## config.mk

```make
export PLATFORM = sky130hd
export DESIGN_NAME = wdg_top
export DESIGN_NICKNAME = d
export VERILOG_FILES = /design/src/wdg_pkg.sv /design/src/wdg_top.sv
export VERILOG_INCLUDE_DIRS = /design/src /design/src/src
export SDC_FILE = /design/constraint.sdc
export NUM_CORES = 1
export LEC_CHECK = 0
export BUFFER_PORTS_ARGS = -buffer_cell sky130_fd_sc_hd__buf_4
export CAP_MARGIN = 20
export CORE_AREA = 2 2 74 76
export CTS_BUF_LIST = sky130_fd_sc_hd__clkbuf_8
export DETAILED_ROUTE_END_ITERATION = 16
export DIE_AREA = 0 0 76 78
export PLACE_DENSITY = 0.78
export SYNTH_ARGS = -nofsm -noshare
export SYNTH_HDL_FRONTEND = slang
export SYNTH_SLANG_ARGS = --single-unit
```

## constraint.sdc

```tcl
create_clock -name REF_CLK -period 2.35 [get_ports REF_CLK]
set_clock_uncertainty 0.05 [all_clocks]
set_input_delay 0.3525 -clock REF_CLK [delete_from_list [all_inputs] [get_ports REF_CLK]]
set_output_delay 0.3525 -clock REF_CLK [all_outputs]
set_load 0.03 [all_outputs]
```

## src/wdg_regs.svh

```systemverilog
// register offsets, field positions, reset values and timing counts of the watchdog
// assumes inclusion by the watchdog package and top module only
`ifndef WDG_REGS_SVH
`define WDG_REGS_SVH

// ----------------------------------------
// offsets
// ----------------------------------------
`define WDG_CTRL_ADDR       8'hc0
`define WDG_LOCK_BYTE_ADDR  16'hf7ff
`define WDG_PROT_TOP_ADDR   14'h3fff
`define WDG_PROT_BOT_ADDR   14'h3ffb

// ----------------------------------------
// fields of watchdog_control, and the lock bit of the lock byte
// ----------------------------------------
`define WDG_PRE_HI          7
`define WDG_PRE_LO          4
`define WDG_RESP_BIT        3
`define WDG_STAT_BIT        2
`define WDG_EN_BIT          1
`define WDG_UNLOCK_BIT      0
`define WDG_LOCK_BIT        7

// ----------------------------------------
// reset values and codes
// ----------------------------------------
`define WDG_PRE_RST         4'h7
`define WDG_RESP_RST        1'b0
`define WDG_EN_RST          1'b1
`define WDG_PRE_AUTO_RST    4'h8
`define WDG_PRE_DL_RST      4'h9
`define WDG_PRE_MAX_VALID   4'h7
`define WDG_BASE_SHIFT      9
`define WDG_CNT_W           16

`endif

```

## src/wdg_pkg.sv

```systemverilog
// types shared by the watchdog design
// assumes the register header sits beside it
package wdg_pkg;
    `include "wdg_regs.svh"

    typedef enum logic [1:0] {
        WDG_UNL_IDLE,
        WDG_UNL_ARMED,
        WDG_UNL_OPEN
    } wdg_unlock_t;

    typedef logic [3:0] wdg_pre_t;
endpackage

```

## src/wdg_top.sv

```systemverilog
// watchdog timer with guarded control writes, lock bit and flash key check
// assumes a core that writes sfrs one byte at a time and pulses INSTR_DONE at each instruction end
`timescale 1ns/10ps
`include "wdg_regs.svh"
module wdg_top
    import wdg_pkg::*;
#(
    parameter int CNT_W = `WDG_CNT_W
) (
    input  wire logic        REF_CLK,
    input  wire logic        RST,
    input  wire logic        XTAL_CLK,
    input  wire logic        INSTR_DONE,
    input  wire logic [7:0]  SFR_ADDR,
    input  wire logic        SFR_WR,
    input  wire logic [7:0]  SFR_WDATA,
    input  wire logic [7:0]  LOCK_BYTE,
    input  wire logic [7:0]  FLASH_GUARD_KEY,
    input  wire logic        PROT_REQ,
    output logic      [7:0]  SFR_RDATA,
    output logic             SYS_RESET,
    output logic             DL_RESET,
    output logic             WDT_IRQ,
    output logic             PROT_WR,
    output logic      [13:0] PROT_WR_ADDR,
    output logic             PROT_DENY
);

    // ----------------------------------------
    // elaboration checks
    // ----------------------------------------
    // the mask decode assumes exactly one bit per prescaler step above the base shift
    if (CNT_W != `WDG_BASE_SHIFT + `WDG_PRE_MAX_VALID) begin : g_bad_cnt_w
        $error("counter width must cover the longest timeout");
    end

    // ----------------------------------------
    // crystal tick: three flops, a rising change counts once stages two and three agree
    // ----------------------------------------
    logic [2:0] xs_r;
    logic       xlvl_r;
    wire        xagree = (xs_r[1] == xs_r[2]);
    wire        xtick  = xagree && xs_r[2] && !xlvl_r;

    always_ff @(posedge REF_CLK or posedge RST) begin
        if (RST) begin
            xs_r   <= 3'h0;
            xlvl_r <= 1'b0;
        end else begin
            xs_r <= {xs_r[1:0], XTAL_CLK};
            if (xagree) begin
                xlvl_r <= xs_r[2];
            end
        end
    end

    // ----------------------------------------
    // control state
    // ----------------------------------------
    wdg_pre_t           pre_r;
    logic               resp_r;
    logic               en_r;
    logic               stat_r;
    wdg_unlock_t        unl_r;
    wdg_unlock_t        unl_nxt;
    logic [CNT_W-1:0]   cnt_r;

    // lock bit active low: zero pins response to 0 and enable to 1
    wire lock_on   = !LOCK_BYTE[`WDG_LOCK_BIT];
    wire resp_eff  = resp_r && !lock_on;
    wire en_eff    = en_r || lock_on;

    wire ctrl_wr   = SFR_WR && (SFR_ADDR == `WDG_CTRL_ADDR);
    // a write with the unlock bit set arms the sequence, whatever its other bits; the following instruction may write
    wire arm_wr    = ctrl_wr && (unl_r == WDG_UNL_IDLE) && SFR_WDATA[`WDG_UNLOCK_BIT];
    wire apply_wr  = ctrl_wr && (unl_r == WDG_UNL_OPEN);
    wire kick      = apply_wr && SFR_WDATA[`WDG_EN_BIT];

    function automatic logic [CNT_W-1:0] term_mask(input wdg_pre_t code);
        term_mask = CNT_W'((32'h1 << (32'(code) + `WDG_BASE_SHIFT)) - 32'h1);
    endfunction

    wire valid_pre = (pre_r <= `WDG_PRE_MAX_VALID);
    wire timeout   = en_eff && valid_pre && xtick &&
                     ((cnt_r & term_mask(pre_r)) == term_mask(pre_r));
    wire force_sys = (pre_r == `WDG_PRE_AUTO_RST);
    wire force_dl  = (pre_r == `WDG_PRE_DL_RST);
    wire tmo_rst   = timeout && !resp_eff;
    wire tmo_irq   = timeout && resp_eff;
    // any reset the watchdog itself issues puts settings back, but not the status flag
    wire self_rst  = tmo_rst || force_sys || force_dl;

    // ----------------------------------------
    // unlock sequencer
    // ----------------------------------------
    always_comb begin
        unl_nxt = unl_r;
        case (unl_r)
            WDG_UNL_IDLE: begin
                if (arm_wr) begin
                    unl_nxt = INSTR_DONE ? WDG_UNL_OPEN : WDG_UNL_ARMED;
                end
            end
            WDG_UNL_ARMED: begin
                if (INSTR_DONE) begin
                    unl_nxt = WDG_UNL_OPEN;
                end
            end
            WDG_UNL_OPEN: begin
                if (INSTR_DONE || apply_wr) begin
                    unl_nxt = WDG_UNL_IDLE;
                end
            end
            default: begin
                unl_nxt = WDG_UNL_IDLE;
            end
        endcase
    end

    always_ff @(posedge REF_CLK or posedge RST) begin
        if (RST) begin
            unl_r <= WDG_UNL_IDLE;
        end else begin
            unl_r <= self_rst ? WDG_UNL_IDLE : unl_nxt;
        end
    end

    // ----------------------------------------
    // control fields; writes outside the open slot never land
    // ----------------------------------------
    always_ff @(posedge REF_CLK or posedge RST) begin
        if (RST) begin
            pre_r  <= `WDG_PRE_RST;
            resp_r <= `WDG_RESP_RST;
            en_r   <= `WDG_EN_RST;
        end else if (self_rst) begin
            pre_r  <= `WDG_PRE_RST;
            resp_r <= `WDG_RESP_RST;
            en_r   <= `WDG_EN_RST;
        end else if (apply_wr) begin
            pre_r <= SFR_WDATA[`WDG_PRE_HI:`WDG_PRE_LO];
            if (!lock_on) begin
                resp_r <= SFR_WDATA[`WDG_RESP_BIT];
                en_r   <= SFR_WDATA[`WDG_EN_BIT];
            end
        end
    end

    // status: set wins over a clearing write; only the pin reset clears it otherwise
    always_ff @(posedge REF_CLK or posedge RST) begin
        if (RST) begin
            stat_r <= 1'b0;
        end else if (timeout) begin
            stat_r <= 1'b1;
        end else if (apply_wr && !SFR_WDATA[`WDG_STAT_BIT]) begin
            stat_r <= 1'b0;
        end
    end

    // counter restarts on each kick and after each timeout
    always_ff @(posedge REF_CLK or posedge RST) begin
        if (RST) begin
            cnt_r <= '0;
        end else if (kick || timeout || self_rst || !en_eff) begin
            cnt_r <= '0;
        end else if (xtick) begin
            cnt_r <= cnt_r + CNT_W'(1);
        end
    end

    // ----------------------------------------
    // responses; the interrupt has no mask input, only the response bit, pinned to 0 by the lock, holds it off
    // ----------------------------------------
    always_ff @(posedge REF_CLK or posedge RST) begin
        if (RST) begin
            SYS_RESET <= 1'b0;
            DL_RESET  <= 1'b0;
            WDT_IRQ   <= 1'b0;
        end else begin
            SYS_RESET <= tmo_rst || force_sys;
            DL_RESET  <= force_dl;
            WDT_IRQ   <= tmo_irq;
        end
    end

    // ----------------------------------------
    // read-back
    // ----------------------------------------
    wire [7:0] ctrl_view = {pre_r, resp_eff, stat_r, en_eff, (unl_r != WDG_UNL_IDLE)};

    always_ff @(posedge REF_CLK or posedge RST) begin
        if (RST) begin
            SFR_RDATA <= 8'h00;
        end else begin
            SFR_RDATA <= (SFR_ADDR == `WDG_CTRL_ADDR) ? ctrl_view : 8'h00;
        end
    end

    // ----------------------------------------
    // flash key check and protection write walk
    // ----------------------------------------
    // the lock bit doubles as key msb, so a locked part's blank key is 0x7f
    wire [7:0]  stored_key = {LOCK_BYTE[`WDG_LOCK_BIT], LOCK_BYTE[6:0]};
    wire        key_ok     = (stored_key == FLASH_GUARD_KEY);
    logic       walk_r;

    always_ff @(posedge REF_CLK or posedge RST) begin
        if (RST) begin
            walk_r       <= 1'b0;
            PROT_WR      <= 1'b0;
            PROT_WR_ADDR <= `WDG_PROT_TOP_ADDR;
            PROT_DENY    <= 1'b0;
        end else begin
            PROT_DENY <= PROT_REQ && !walk_r && !key_ok;
            if (!walk_r) begin
                PROT_WR      <= 1'b0;
                PROT_WR_ADDR <= `WDG_PROT_TOP_ADDR;
                if (PROT_REQ && key_ok) begin
                    walk_r  <= 1'b1;
                    PROT_WR <= 1'b1;
                end
            end else if (PROT_WR_ADDR == `WDG_PROT_BOT_ADDR) begin
                walk_r       <= 1'b0;
                PROT_WR      <= 1'b0;
                PROT_WR_ADDR <= `WDG_PROT_TOP_ADDR;
            end else begin
                PROT_WR_ADDR <= PROT_WR_ADDR - 14'h1;
            end
        end
    end

    // ----------------------------------------
    // checks
    // ----------------------------------------
    AST_FORCE_SYS: assert property (@(posedge REF_CLK) disable iff (RST)
        (pre_r == 4'h8) |=> SYS_RESET) else $error("code 8 gave no reset");
    AST_FORCE_DL: assert property (@(posedge REF_CLK) disable iff (RST)
        (pre_r == 4'h9) |=> DL_RESET && !SYS_RESET) else $error("code 9 gave no download reset");
    AST_TMO_RST: assert property (@(posedge REF_CLK) disable iff (RST)
        (timeout && !resp_eff) |=> SYS_RESET && !WDT_IRQ) else $error("timeout without reset");
    AST_TMO_IRQ: assert property (@(posedge REF_CLK) disable iff (RST)
        (timeout && resp_eff) |=> WDT_IRQ && !SYS_RESET) else $error("timeout without interrupt");
    AST_STAT_SET: assert property (@(posedge REF_CLK) disable iff (RST)
        WDT_IRQ || (SYS_RESET && !$past(force_sys)) |-> SFR_RDATA[2] || $past(SFR_ADDR) != 8'hc0 || stat_r)
        else $error("status flag not set after timeout");
    AST_STAT_HOLD: assert property (@(posedge REF_CLK) disable iff (RST)
        stat_r && !(apply_wr && !SFR_WDATA[2]) |=> stat_r) else $error("status flag lost");
    AST_LOCK: assert property (@(posedge REF_CLK) disable iff (RST)
        !$past(RST) && $past(lock_on) && ($past(SFR_ADDR) == `WDG_CTRL_ADDR) |->
        SFR_RDATA[`WDG_EN_BIT] && !SFR_RDATA[`WDG_RESP_BIT]) else $error("lock not forcing settings");
    AST_GUARD: assert property (@(posedge REF_CLK) disable iff (RST)
        ctrl_wr && (unl_r == WDG_UNL_IDLE) && !self_rst |=> $stable(pre_r)) else $error("unguarded write landed");
    AST_KICK: assert property (@(posedge REF_CLK) disable iff (RST)
        kick |=> cnt_r == '0) else $error("kick did not clear counter");
    AST_WALK: assert property (@(posedge REF_CLK) disable iff (RST)
        PROT_REQ && !walk_r && key_ok |=> PROT_WR [*5] ##1 !PROT_WR) else $error("protection walk length wrong");

endmodule // wdg_top

```

==> flow_summary.toml, run 1 <==
[run_status]
outcome = "complete, no violations"

[floorplanning]
row_count = 26
fp.dieW_um = 76
start_util = 0.559
die_h_um = 78
coreArea_um2 = 5040
die_area_um2 = 5930
io_pins = 65

[timing]
tns_ps = 0
max_freq_mhz = 462
period_share = 0.921
relSlewSlack = 0.626
tightest_slew_ps = 561
final-setup-viol-count = 0
min_period_ps = 2160
whs_ps = 25.4
hold_viol = 0
rsz0062_at_grt = "no"
maxSlewViolCount = 0

[synthesis]
async_flop_share = 1.00
synth_common_cells = "39 x dfrtp_1, 30 x nor2_1, 27 x nand2_1, 24 x xnor2_1, 18 x dfstp_2"
yosysUniqueCellTypes = 50
synth_edf_count = 0
synth.most_common_cell = "dfrtp_1"
netlist.area_leader.share = 0.346
yosysTopAreaCell = "dfrtp_1"
synth.avg_cell_area_um2 = 10.3
yosys_warnings = 0
synth-seq-cells = 57
syn_inst = 273
yosys-top-cells-area = "dfrtp_1 35%, dfstp_2 17%, xnor2_1 7.5%, nor2_1 4.0%, nand2_1 3.6%"
syn-cell-area_um2 = 2820
synth_flop_cell = "dfrtp_1"
yosysSeqAreaShare = 0.514

[routing]
drt_wl_total_um = 6190
drt_first_pass_iters = 4
via_per_inst = 5.40
vias = 2277
wl_per_cell_um = 14.7
drc_errors = 0
drt_iter0_drc = 203
ant_nets = 0

[clocking]
cts.repair.resized = 0
insertion_delay_ps = 330
htreeDepth = 3
cts_made_buffers = 9
cts.clk_slew.worst_paths_ps = 70
holdBufCountCts = 0
root_buffer = "clkbuf_8"
clockBufferDepth = 2
cts_tree = "yes"
post_cts_buffers = 0
clock_sinks = 57

[critical_path]
cp.arrival_ps = 2370
worst-setup-path-type = "reg2reg"
critPathCaptureType = "flip-flop"
cp-start-kind = "flip-flop"
cp_max_fo = 7
crit_required_ps = 2550

[layout]
drive_gt1_frac = 0.307
diodes = 0
final_net_count = 390
utilization = 0.712
n_fill_cell = 379
syn2layout_area_growth_pct = 27.4

[place]
numPortBuffers = 64
gp_congestion = 0.844
post-dp-hpwl_um = 4310

[grt]
grt_pass1_wl_um = 10400
grt_use_total = 0.223
first_global_vias = 2244
antenna_found_initial = 0
grt_max_degree = 58
grt-ovfl-total = 0

[pwr]
power_leakage_nw = 1.61
vdd_drop_max_v = 0.000614
power_density_nw_per_um2 = 653

[job]
cap_violations = 0

[worst_hold_path]
hold_class = "in2async"
final cells by class:
cell class	instances	area (µm²)	area share
Sequential cell	57	1450	0.403
Multi-Input combinational cell	202	1310	0.365
Timing Repair Buffer	70	538	0.150
Clock buffer	9	124	0.0345
Tap cell	70	87.6	0.0244
Clock inverter	7	56.3	0.0157
Inverter	7	26.3	0.00732
power by group:
group / internal (mW) / leakage (nW) / total (mW) / switching, mW
combinational: 0.161 / 0.815 / 0.312 / 0.151
clock: 0.472 / 0.107 / 0.840 / 0.368
sequential: 1.07 / 0.686 / 1.19 / 0.121
worst max-delay path, stage by stage (launching register included):
cell and delay [ps]:
dfrtp_1 480, nand4_1 150, a2111oi_0 430, nand4b_1 220
or3_1 520, o211ai_1 220
layer usage:
layer	vias up	global-route usage	routed length, µm
met3	11	0.0523	369
met4	0	0.115	137
met2	85	0.358	2970
met1	1075	0.283	2710
met5	-	0	0
li1	1106	-	-
cells in the final DEF, fill, tap and decap left out, types with 3 or more instances in the layout:
cell	netlist	final
and3_1	5	5
nor3_1	7	7
nor2b_1	4	4
clkbuf_8	0	9
nand4b_1	3	3
mux2i_1	8	8
a21oi_1	5	5
o211ai_1	4	4
nor3b_1	4	4
inv_1	7	9
nand4_1	7	7
xor2_1	8	8
and2_1	8	8
buf_4	1	69
a211oi_1	4	4
nand3_1	10	10
nor2_1	30	30
dfrtp_1	39	39
or4_1	3	3
nand2_1	27	27
o21ai_0	4	4
ha_1	5	5
clkinv_2	0	3
dfstp_2	18	18
xnor2_1	24	24
sequential cells by signal (all words and copies together), names as in the netlist:
| register | cells |
|---|---|
| pre_r | 4 |
| xlvl_r | 1 |
| SYS_RESET | 1 |
| PROT_WR_ADDR | 14 |
| PROT_WR | 1 |
| walk_r | 1 |
| PROT_DENY | 1 |
| SFR_RDATA | 8 |
| en_r | 1 |
| cnt_r | 16 |
| unl_r | 2 |
| DL_RESET | 1 |
| resp_r | 1 |
| stat_r | 1 |
| xs_r | 3 |
| WDT_IRQ | 1 |
kinds of logic (layout without fill, tap and decap cells):
family,Yosys count,in the layout,share of synthesized area
AND/OR/NAND/NOR,121,121,0.222
flip-flops,57,57,0.514
AO/OA/AOI/OAI,33,33,0.0857
XOR/XNOR,32,32,0.0994
buffers and inverters,15,93,0.0226
multiplexers,9,9,0.0324
adder cells (fa/ha/maj),5,5,0.0222
other,1,2,0.00133
per-stage QoR:
step / area (µm²) / worst slack (ps) / instances / total power, mW
3_5_place_dp: 3410 / 216 / 406 / 1.51
5_1_grt: 3590 / 51.2 / 422 / 2.47
4_1_cts: 3590 / 190 / 422 / 2.37
6_report: 3590 / 186 / 422 / 2.35
3_3_place_gp: 3410 / 272 / 406 / 1.50
2_1_floorplan: 2820 / 323 / 274 / 1.38
worst paths after layout:
check                         start        to  slack (ps)  cells past startpoint
setup / recovery           cnt_r[2]  pre_r[1]         190                      5
hold / removal                  RST  cnt_r[0]          30                      3
setup reg to reg           cnt_r[2]  pre_r[1]         190                      5
hold reg to reg             xs_r[0]   xs_r[1]         300                      0
max in group asynchronous       RST  pre_r[0]        1930                      3
min in group REF_CLK       XTAL_CLK   xs_r[0]          90                      1
No activity file was read; power rests on OpenSTA's default activity.
==> run 2: changes to the inputs <==
--- a/config.mk
+++ b/config.mk
@@ -7,12 +7,11 @@
 export NUM_CORES = 1
 export LEC_CHECK = 0
 export BUFFER_PORTS_ARGS = -buffer_cell sky130_fd_sc_hd__buf_4
-export CAP_MARGIN = 20
 export CORE_AREA = 2 2 74 76
 export CTS_BUF_LIST = sky130_fd_sc_hd__clkbuf_8
 export DETAILED_ROUTE_END_ITERATION = 16
 export DIE_AREA = 0 0 76 78
-export PLACE_DENSITY = 0.78
+export PLACE_DENSITY = 0.8
 export SYNTH_ARGS = -nofsm -noshare
 export SYNTH_HDL_FRONTEND = slang
 export SYNTH_SLANG_ARGS = --single-unit
==> flow_summary.toml, run 2 (synthesis results as in run 1) <==
[critical_path]
reg2reg_depth = 5
endpoint = "en_r"
reg2reg_from = "cnt_r[2]"
slowest_delay_ps = 550
cp_max_fo = 7
worst-setup-path-type = "reg2reg"
crit_required_ps = 2550
r2r-end = "en_r"
critPathCaptureType = "flip-flop"
rrSetupSlack_ps = 190
cp.arrival_ps = 2360
startpoint = "cnt_r[2]"
cp-start-kind = "flip-flop"
crit_path_cell_trace = "nand4_1 -> a2111oi_1 -> nand4b_1 -> or3_1 -> o211ai_1"
cp_slowest_cell = "or3_1"

[worst_hold_path]
hold_class = "in2async"

[floorplanning]
coreArea_um2 = 5040
io_pins = 65
die_area_um2 = 5930
fp.dieW_um = 76
row_count = 26
die_h_um = 78
start_util = 0.559

[grt]
grt-ovfl-total = 0
grt_use_total = 0.232
first_global_vias = 2454
grt_max_degree = 31
grt_pass1_wl_um = 11000
antenna_found_initial = 0

[timing]
min_period_ps = 2160
relSlewSlack = 0.604
max_freq_mhz = 463
final-setup-viol-count = 0
period_share = 0.918
whs_ps = 38.4
tns_ps = 0
hold_viol = 0
tightest_slew_ps = 594
maxSlewViolCount = 0
rsz0062_at_grt = "no"

[routing]
wl_per_cell_um = 14.7
via_per_inst = 5.49
drc_errors = 0
drt_first_pass_iters = 4
ant_nets = 0
drt_wl_total_um = 6200
drt_iter0_drc = 138
vias = 2316

[place]
numPortBuffers = 64
post-dp-hpwl_um = 4470
gp_congestion = 0.835
detailed_place.area_um2 = 3410

[clocking]
htreeDepth = 3
insertion_delay_ps = 330
cts.clk_slew.worst_paths_ps = 70
post_cts_buffers = 0
clock_sinks = 57
holdBufCountCts = 0
cts_made_buffers = 9
root_buffer = "clkbuf_8"
cts_tree = "yes"
clockBufferDepth = 2
cts.repair.resized = 0

[pwr]
p_sw_mw = 0.651
power.share.clock = 0.355
pwr-share-seq = 0.512
internal-power_mw = 1.67
power_leakage_nw = 1.60
power_frac_comb = 0.133
switching_share = 0.280
vdd_drop_max_v = 0.000583
power_density_nw_per_um2 = 646
p_total_mw = 2.32

[layout]
final_cell_mix = "69 x buf_4, 39 x dfrtp_1, 30 x nor2_1, 27 x nand2_1, 24 x xnor2_1"
utilization = 0.712
final_area_um2 = 3590
n_fill_cell = 402
multi_input_area_um2 = 1310
largestRegisters = "cnt_r x16, PROT_WR_ADDR x14, SFR_RDATA x8"
final_net_count = 390
largest_reg_flops = 16
syn2layout_area_growth_pct = 27.4
diodes = 0
top_register = "cnt_r"
final_common_cell = "buf_4"
seq_area_um2 = 1450
drive_gt1_frac = 0.315

[job]
cap_violations = 0

[run_status]
outcome = "complete, no violations"
-- run 2: per-layer routing --
metal  part of all wire  track usage  vias up
met2               0.50        0.411       75
li1                   -            -     1104
met4              0.022        0.102        0
met3              0.055       0.0523       14
met5                  0            0        -
met1               0.42        0.272     1123
-- run 2: critical path: cells and delay by family, from the launching register on --
family | cells | cell delay (ps)
compound gates | 2 | 660
flops | 1 | 450
simple gates | 3 | 920
-- run 2: cell type report --
class,instances,area share
multi-input cells,202,0.365
clock inverters,5,0.00767
well taps,70,0.0244
clock buffers,11,0.0422
inverters,7,0.00732
repair buffers,70,0.150
flip-flops and latches,57,0.403
-- run 2: worst min-delay path by stage --
stage | endpoint | slack, ps | startpoint | cells after the start
2_1_floorplan | xs_r[1] | 280 | xs_r[0] | 0
3_3_place_gp | xs_r[1] | 290 | xs_r[0] | 0
3_5_place_dp | xs_r[1] | 290 | xs_r[0] | 0
4_1_cts | walk_r | 50 | RST | 2
5_1_grt | xs_r[0] | 70 | XTAL_CLK | 1
6_report | PROT_WR | 40 | RST | 2
-- run 2: metrics by stage --
step                setup slack [ps]  std cells
global route                    29.8        422
CTS                              161        422
finish                           192        422
detailed placement               145        406
floorplan                        323        274
global placement                 203        406
-- run 2: power groups by stage --
| stage | Sequential (mW) | Clock (mW) | Combinational [mW] |
|---|---|---|---|
| floorplan | 1.18 | 0 | 0.199 |
| global placement | 1.20 | 0 | 0.300 |
| detailed placement | 1.20 | 0 | 0.308 |
| CTS | 1.19 | 0.836 | 0.310 |
| global route | 1.20 | 0.883 | 0.357 |
| finish | 1.19 | 0.825 | 0.308 |
